--- src/pkg/shared_irq_map.vh ---
// Purpose: Offsets, field positions, reset values and codes of the shared request logic.
// Assumes: Included by bare name; definitions only.
// Notes:   Byte addresses on a 32-bit AXI4-Lite register bus.
`ifndef SHARED_IRQ_MAP_VH
`define SHARED_IRQ_MAP_VH

// ==========================================================================
// Register offsets
`define OFS_PENDING   8'h00
`define OFS_MASK      8'h04
`define OFS_VECTOR    8'h08
`define OFS_EOI       8'h0c
`define OFS_SYSCTL    8'h10
`define OFS_NMISTAT   8'h14
`define OFS_REARM     8'h18

// ==========================================================================
// Field positions and reset values
`define MASK_RESET         8'hff
`define SYSCTL_RESET       8'h00
`define SYSCTL_CHK_BLOCK   5
`define SYSCTL_PAR_BLOCK   4
`define NMISTAT_PARITY     7
`define NMISTAT_CHK        6
`define NMISTAT_COPRO      5
`define VECTOR_VALID       7

// ==========================================================================
// Global rearm addresses: base plus level digit, levels two to seven
`define REARM_BASE    12'h2f0
`define REARM_LVL_LO  3'h2
`define REARM_LVL_HI  3'h7

// ==========================================================================
// Bus answers
`define RESP_OKAY     2'h0
`define RESP_SLVERR   2'h2

`endif

--- src/hw/shared_irq_logic.v ---
// Purpose: Eight-level prioritised request logic with shared-level arming and NMI forming.
// Assumes: Board request inputs are active high; expansion lines are active low, pulled up.
// Notes:   Reading the vector register acknowledges; writing the EOI register ends service.
`timescale 1ns/100ps
`include "shared_irq_map.vh"

module shared_irq_logic #(
	parameter ADDR_W = 8
) (
	// Clock and reset
	input  wire              aclk,
	input  wire              aresetn,
	// AXI4-Lite write address and data
	input  wire [ADDR_W-1:0] awaddr,
	input  wire              awvalid,
	output reg               awready,
	input  wire [31:0]       wdata,
	input  wire [3:0]        wstrb,
	input  wire              wvalid,
	output reg               wready,
	// AXI4-Lite write response
	output reg  [1:0]        bresp,
	output reg               bvalid,
	input  wire              bready,
	// AXI4-Lite read
	input  wire [ADDR_W-1:0] araddr,
	input  wire              arvalid,
	output reg               arready,
	output reg  [31:0]       rdata,
	output reg  [1:0]        rresp,
	output reg               rvalid,
	input  wire              rready,
	// System board request sources, active high
	input  wire              timer0_out,
	input  wire              keyboard_req,
	input  wire              pointing_req,
	input  wire              video_req,
	input  wire              serial_req,
	input  wire              parallel_req,
	// Expansion bus shared request lines, levels two to seven, active low
	input  wire [7:2]        bus_irq_n,
	// NMI sources, active low
	input  wire              copro_int_n,
	input  wire              parity_n,
	input  wire              channel_check_n,
	// Processor side
	output reg               int_req_q,
	output reg  [2:0]        int_vec_q,
	output reg               nmi_q,
	// Global rearm strobes to the expansion bus, one per shared level
	output reg  [7:2]        rearm_q
);
	// ======================================================================
	// Request lines: board sources pull the line low while they request
	wire [7:0] line_n;
	wire [7:0] raise;
	assign line_n[0] = ~timer0_out;
	assign line_n[1] = ~(keyboard_req | pointing_req);
	assign line_n[2] = bus_irq_n[2] & ~video_req;
	assign line_n[3] = bus_irq_n[3];
	assign line_n[4] = bus_irq_n[4] & ~serial_req;
	assign line_n[5] = bus_irq_n[5];
	assign line_n[6] = bus_irq_n[6];
	assign line_n[7] = bus_irq_n[7] & ~parallel_req;

	genvar gi;
	generate
		for (gi = 0; gi < 8; gi = gi + 1) begin : g_level
			line_edge_arm u_arm (
				.aclk    (aclk),
				.aresetn (aresetn),
				.line_n  (line_n[gi]),
				.raise_q (raise[gi])
			);
		end
	endgenerate

	// ======================================================================
	// Fixed priority: lowest index wins
	function [3:0] top_of;
		input [7:0] v;
		integer k;
		begin
			top_of = 4'h0;
			for (k = 7; k >= 0; k = k - 1) begin
				if (v[k]) begin
					top_of = {1'b1, k[2:0]};
				end
			end
		end
	endfunction

	reg  [7:0] pend_q;
	reg  [7:0] mask_q;
	reg  [7:0] isr_q;
	reg  [7:0] sysctl_q;
	wire [3:0] cand = top_of(pend_q & ~mask_q);
	wire [3:0] serv = top_of(isr_q);
	wire       cand_ok = cand[3] && (!serv[3] || cand[2:0] < serv[2:0]);

	// ======================================================================
	// NMI sources through two flip-flops
	reg [2:0] nmi_s1_q;
	reg [2:0] nmi_s2_q;
	wire copro_act = ~nmi_s2_q[2];
	wire par_act   = ~nmi_s2_q[1];
	wire chk_act   = ~nmi_s2_q[0];

	// ======================================================================
	// Bus slave
	reg [ADDR_W-1:0] aw_addr_q;
	reg [31:0]       w_data_q;
	reg              aw_have_q;
	reg              w_have_q;
	reg [3:0]        wstrb_q;
	wire             do_write = aw_have_q && w_have_q && !bvalid;
	wire             wr_hit   = aw_addr_q == `OFS_MASK || aw_addr_q == `OFS_EOI ||
	                            aw_addr_q == `OFS_SYSCTL || aw_addr_q == `OFS_REARM;
	wire             do_read  = arvalid && arready;
	wire             ack_read = do_read && araddr == `OFS_VECTOR && cand_ok;
	wire             eoi_wr   = do_write && aw_addr_q == `OFS_EOI && w_data_q[0];
	wire [2:0]       rearm_lvl = w_data_q[2:0];
	wire             wdata_ok_rearm = rearm_lvl >= `REARM_LVL_LO && rearm_lvl <= `REARM_LVL_HI;
	wire             rearm_wr = do_write && aw_addr_q == `OFS_REARM && wdata_ok_rearm;

	reg [31:0] rd_d;
	reg        rd_hit;
	always @* begin
		rd_d   = 32'h0000_0000;
		rd_hit = 1'b1;
		case (araddr)
			`OFS_PENDING: rd_d[7:0] = pend_q;
			`OFS_MASK:    rd_d[7:0] = mask_q;
			`OFS_VECTOR:  rd_d[7:0] = {cand_ok, 4'h0, cand[2:0]};
			`OFS_EOI:     rd_d[7:0] = isr_q;
			`OFS_SYSCTL:  rd_d[7:0] = sysctl_q;
			`OFS_NMISTAT: rd_d[7:0] = {par_act, chk_act, copro_act, 5'h00};
			`OFS_REARM:   rd_d[11:0] = `REARM_BASE;
			default:      rd_hit = 1'b0;
		endcase
	end

	// ======================================================================
	// Pending, in-service and control state
	integer i;
	always @(posedge aclk) begin
		if (!aresetn) begin
			pend_q   <= 8'h00;
			isr_q    <= 8'h00;
			mask_q   <= `MASK_RESET;
			sysctl_q <= `SYSCTL_RESET;
			rearm_q  <= 6'h00;
		end else begin
			for (i = 0; i < 8; i = i + 1) begin
				// A raise in the acknowledge cycle keeps the level pending.
				if (raise[i]) begin
					pend_q[i] <= 1'b1;
				end else if (ack_read && cand[2:0] == i[2:0]) begin
					pend_q[i] <= 1'b0;
				end
				if (ack_read && cand[2:0] == i[2:0]) begin
					isr_q[i] <= 1'b1;
				end else if (eoi_wr && serv[3] && serv[2:0] == i[2:0]) begin
					isr_q[i] <= 1'b0;
				end
			end
			if (do_write && aw_addr_q == `OFS_MASK && wstrb_q[0]) begin
				mask_q <= w_data_q[7:0];
			end
			if (do_write && aw_addr_q == `OFS_SYSCTL && wstrb_q[0]) begin
				sysctl_q <= w_data_q[7:0];
			end
			rearm_q <= 6'h00;
			for (i = 2; i < 8; i = i + 1) begin
				if (rearm_wr && rearm_lvl == i[2:0]) begin
					rearm_q[i] <= 1'b1;
				end
			end
		end
	end

	// ======================================================================
	// Processor outputs and NMI
	always @(posedge aclk) begin
		if (!aresetn) begin
			nmi_s1_q  <= 3'h7;
			nmi_s2_q  <= 3'h7;
			nmi_q     <= 1'b0;
			int_req_q <= 1'b0;
			int_vec_q <= 3'h0;
		end else begin
			nmi_s1_q  <= {copro_int_n, parity_n, channel_check_n};
			nmi_s2_q  <= nmi_s1_q;
			nmi_q     <= copro_act |
			             (par_act & ~sysctl_q[`SYSCTL_PAR_BLOCK]) |
			             (chk_act & ~sysctl_q[`SYSCTL_CHK_BLOCK]);
			int_req_q <= cand_ok;
			int_vec_q <= cand[2:0];
		end
	end

	// ======================================================================
	// AXI4-Lite handshakes; address and data are taken in either order.
	always @(posedge aclk) begin
		if (!aresetn) begin
			awready   <= 1'b1;
			wready    <= 1'b1;
			aw_have_q <= 1'b0;
			w_have_q  <= 1'b0;
			aw_addr_q <= {ADDR_W{1'b0}};
			w_data_q  <= 32'h0000_0000;
			wstrb_q   <= 4'h0;
			bvalid    <= 1'b0;
			bresp     <= `RESP_OKAY;
			arready   <= 1'b1;
			rvalid    <= 1'b0;
			rdata     <= 32'h0000_0000;
			rresp     <= `RESP_OKAY;
		end else begin
			if (awvalid && awready) begin
				awready   <= 1'b0;
				aw_have_q <= 1'b1;
				aw_addr_q <= awaddr;
			end
			if (wvalid && wready) begin
				wready   <= 1'b0;
				w_have_q <= 1'b1;
				w_data_q <= wdata;
				wstrb_q  <= wstrb;
			end
			if (do_write) begin
				aw_have_q <= 1'b0;
				w_have_q  <= 1'b0;
				bvalid    <= 1'b1;
				bresp     <= wr_hit ? `RESP_OKAY : `RESP_SLVERR;
			end
			if (bvalid && bready) begin
				bvalid  <= 1'b0;
				awready <= 1'b1;
				wready  <= 1'b1;
			end
			if (do_read) begin
				arready <= 1'b0;
				rvalid  <= 1'b1;
				rdata   <= rd_d;
				rresp   <= rd_hit ? `RESP_OKAY : `RESP_SLVERR;
			end
			if (rvalid && rready) begin
				rvalid  <= 1'b0;
				arready <= 1'b1;
			end
		end
	end
endmodule

--- src/hw/line_edge_arm.v ---
// Purpose: One request line: synchronise, arm on the falling edge, raise on the rising edge.
// Assumes: Line is active low, released high; may be asynchronous to aclk.
// Notes:   A pulse must be low for at least one aclk period to be seen.
`timescale 1ns/100ps
module line_edge_arm (
	// Clock and reset
	input  wire aclk,
	input  wire aresetn,
	// Request line, active low
	input  wire line_n,
	// One-cycle pulse at the trailing edge of an armed pulse
	output reg  raise_q
);
	reg sync1_q;
	reg sync2_q;
	reg prev_q;
	reg armed_q;

	always @(posedge aclk) begin
		if (!aresetn) begin
			sync1_q <= 1'b1;
			sync2_q <= 1'b1;
			prev_q  <= 1'b1;
			armed_q <= 1'b0;
			raise_q <= 1'b0;
		end else begin
			sync1_q <= line_n;
			sync2_q <= sync1_q;
			prev_q  <= sync2_q;
			raise_q <= 1'b0;
			if (prev_q && !sync2_q) begin
				armed_q <= 1'b1;
			end else if (!prev_q && sync2_q && armed_q) begin
				armed_q <= 1'b0;
				raise_q <= 1'b1;
			end
		end
	end
endmodule

--- config.mk ---
export PLATFORM = sky130hd
export DESIGN_NAME = shared_irq_logic
export DESIGN_NICKNAME = d
export VERILOG_FILES = /design/src/hw/shared_irq_logic.v /design/src/hw/line_edge_arm.v
export VERILOG_INCLUDE_DIRS = /design/src /design/src/pkg
export SDC_FILE = /design/constraint.sdc
export NUM_CORES = 1
export LEC_CHECK = 0
export ABC_CLOCK_PERIOD_IN_PS = 2500
export BUFFER_PORTS_ARGS = -buffer_cell sky130_fd_sc_hd__buf_2
export CAP_MARGIN = 0
export CORE_MARGIN = 3
export CORE_UTILIZATION = 30
export CTS_BUF_LIST = sky130_fd_sc_hd__clkbuf_4
export CTS_CLUSTER_SIZE = 30
export DETAILED_ROUTE_END_ITERATION = 16
export SLEW_MARGIN = 20
export SYNTH_ARGS = -nofsm -noshare
export SYNTH_HDL_FRONTEND = slang
export SYNTH_SLANG_ARGS = --single-unit
--- constraint.sdc ---
create_clock -name aclk -period 2.5 [get_ports aclk]
set_clock_uncertainty 0.1 [all_clocks]
set_input_delay 0.25 -clock aclk [delete_from_list [all_inputs] [get_ports aclk]]
set_output_delay 0.25 -clock aclk [all_outputs]
set_load 0.05 [all_outputs]
==> key figures <==
Layout
  – Footprint of the multi-input gates: 2340 um2
  – Layout fillers: 1670
  – Register area: 2480 um2
  – Layout cells sized above 1: 23.0%
  – Post-layout util: 40.6%
  – Fin cells: 954
  – Layout net count: 800
  – Area growth from synthesis to layout: 29.6%

Worst setup path
  – Required time worst endpoint: 2.81 ns
  – Critical Path End Type: flop
  – Worst Path Max Fanout: 4
  – Setup CP Type: reg2reg
  – Crit path DAT: 2.66 ns
  – Crit path launch type: flop

Logic synthesis
  – Yosys top cell by area: dfxtp_1
  – Cell area after synthesis: 5090 um2
  – Ys Warns: 0
  – Synth unique cells: 67
  – Syn_area_per_cell: 8.86 um2
  – Asr flop ratio synth: 0%
  – Top cells by area, synth: dfxtp_1 (49%), nand2_1 (6.2%), a21oi_1 (4.3%), o21ai_0 (3.7%), buf_4 (3.7%)
  – Main synth FF type: dfxtp_1
  – EDFF count, synth: 0
  – Synth Instances: 574
  – Yosys top cell area share: 48.8%
  – Register area share after synthesis: 48.8%
  – Most frequent cell after synthesis: dfxtp_1
  – Synth Register Bits: 124
  – Synth cell count leaders: dfxtp_1 (124), nand2_1 (84), a21oi_1 (44)

Floorplanning
  – I/O Pins: 126
  – Row count: 46
  – Chip Height: 136 um
  – Initial Util: 31.3%
  – Die footprint: 18600 um2
  – Die Wd: 136 um
  – Core area: 16200 um2

Clock tree
  – Clock sinks: 124
  – CTS tree: done
  – CTS Buf Count: 17
  – H-tree levels: 4
  – Clock Latency Late Sink: 0.51 ns
  – CTS Buffer Depth: 2
  – Root buffer cell: clkbuf_4
  – Clock Pin Slew Worst Setup and Hold Paths: 0.11 ns

Placed design
  – Placed insts: 873
  – Post-DP HPWL: 8620 um
  – Pre-CTS WS: 0.0194 ns
  – GP Congestion: 0.868
  – Port bufs: 73

Drt
  – DRC: 0
  – First-pass DRT Iterations: 5
  – Drt initial violations: 377
  – Routed len/inst: 13.0 um
  – DR vias: 4395
  – Post-Route WL: 12400 um
  – Vias/cell: 4.61
  – Routed Antenna Nets: 0

Timing
  – Slew Limit Fails: 0
  – Final setup viols: 0
  – Hold slack: 0.0696 ns
  – Final hold vios: 0
  – Min Tclk post-route: 2.35 ns
  – Least-Margin Pin Slew: 0.610 ns
  – Slack of the critical path: 0.148 ns
  – Maximum clock rate: 425 MHz
  – Max_slew headroom: 59.3%
  – Tcrit/Tclk final: 94.1%

Global route
  – Antenna violations before repair: 1
  – Grt total ovfl: 0
  – First-pass GRT wire length: 19900 um
  – Vias in the first global route: 4097
  – Largest net degree at the start of global routing: 75
  – Global-route usage over all layers: 13.6%

Outcome
  – Status: complete, no violations

Pwr
  – Leak: 2.74 nW
  – Total power draw: 3.84 mW
  – Worst vdd ir: 0.347 mV
  – PwrDens: 583 nW/um2

Run
  – Max Cap Viol: 0

Hold path
  – Worst Hold Class: in2reg
timing repair:
item	4_1_cts	5_1_grt
hold endpoints to repair	34	0
gates resized for setup	1	6
buffers inserted	0	1
hold buffers	47	0
setup endpoints to repair	2	18
pin swaps	1	3
cell usage in the layout, fill, tap and decap left out, drive strengths merged, types with 3 or more instances in the layout:
master	instances
dfxtp	124
buf	112
nand2	84
dlygate4sd3	47
a21oi	44
o21ai	38
nor2	32
nand2b	26
conb	25
inv	23
mux2i	18
clkbuf	18
nor3	18
nand3	15
nor4	10
a31oi	8
nor2b	7
nand3b	6
and2	5
clkinv	5
a31o	4
nand4b	4
a211oi	4
a22oi	4
o311a	3
clkinvlp	3
or2	3
nor3b	3
per-layer routing:
layer	vias up	GRT usage (%)	part of all wire, %
li1	2254	-	-
met3	15	4.18	5.8
met4	0	3.86	1.3
met2	110	21.9	46
met5	-	0	0
met1	2016	17.7	47
state kept, by name (all words and copies together), names as in the netlist, 3 cells and up:
name                   cells
nmi_s2_q                   3
rearm_q                    6
nmi_s1_q                   3
g_level.u_arm.armed_q      8
g_level.u_arm.sync2_q      8
pend_q                     8
aw_addr_q                  8
sysctl_q                   8
rdata                      9
w_data_q                   8
mask_q                     8
g_level.u_arm.raise_q      8
isr_q                      8
g_level.u_arm.prev_q       8
g_level.u_arm.sync1_q      8
int_vec_q                  3
worst paths after layout:
check / startpoint / to / slack [ns] / depth (start not counted)
hold reg to reg: g_level[4].u_arm.sync1_q / g_level[4].u_arm.sync2_q / 0.32 / 1
setup / recovery: mask_q[3] / pend_q[1] / 0.15 / 9
setup reg to reg: mask_q[3] / pend_q[1] / 0.15 / 9
hold / removal: araddr[1] / rdata[9] / 0.07 / 4
area by class of cell:
class | instances | area share [%]
diodes | 2 | 0.0759
clock buffers | 18 | 2.05
clock inverters | 13 | 2.14
inverters | 20 | 1.14
multi-input cells | 402 | 35.5
flip-flops and latches | 124 | 37.7
well taps | 216 | 4.10
repair buffers | 159 | 17.3
report_power, final:
group / internal [mW] / leakage [nW] / total (mW) / switching (mW)
clock: 0.605 / 0.145 / 1.37 / 0.761
sequential: 2.03 / 1.01 / 2.07 / 0.0401
combinational: 0.148 / 1.58 / 0.404 / 0.256
total: 2.79 / 2.74 / 3.84 / 1.06
kinds of logic after synthesis:
kind of cell / after synthesis / synth area share, %
AOI/OAI and AO/OA: 129 / 15.9
xor gates and xnor gates: 1 / 0.172
adders and majority gates: 2 / 0.492
buffers and inverters: 72 / 7.48
DFF: 124 / 48.8
muxes: 19 / 3.76
other: 1 / 0.0737
and+or+nand+nor: 226 / 23.3
critical path: stages (launching register included):
cell	delay, ns
dfxtp_1	0.37
nand2b_1	0.17
nand4_1	0.14
a21oi_1	0.29
ha_1	0.31
o21a_1	0.13
o22ai_2	0.13
or4b_4	0.48
nand3_1	0.10
nand2_1	0.05
metrics by stage:
step | cell area, um2 | setup TNS, ns
after floorplan | 5180 | 0
after global placement | 5810 | 0
after detailed placement | 5810 | 0
after CTS | 6560 | 0
after global routing | 6590 | -0.0198
final | 6590 | 0
Power figures use the tool's default switching activity.
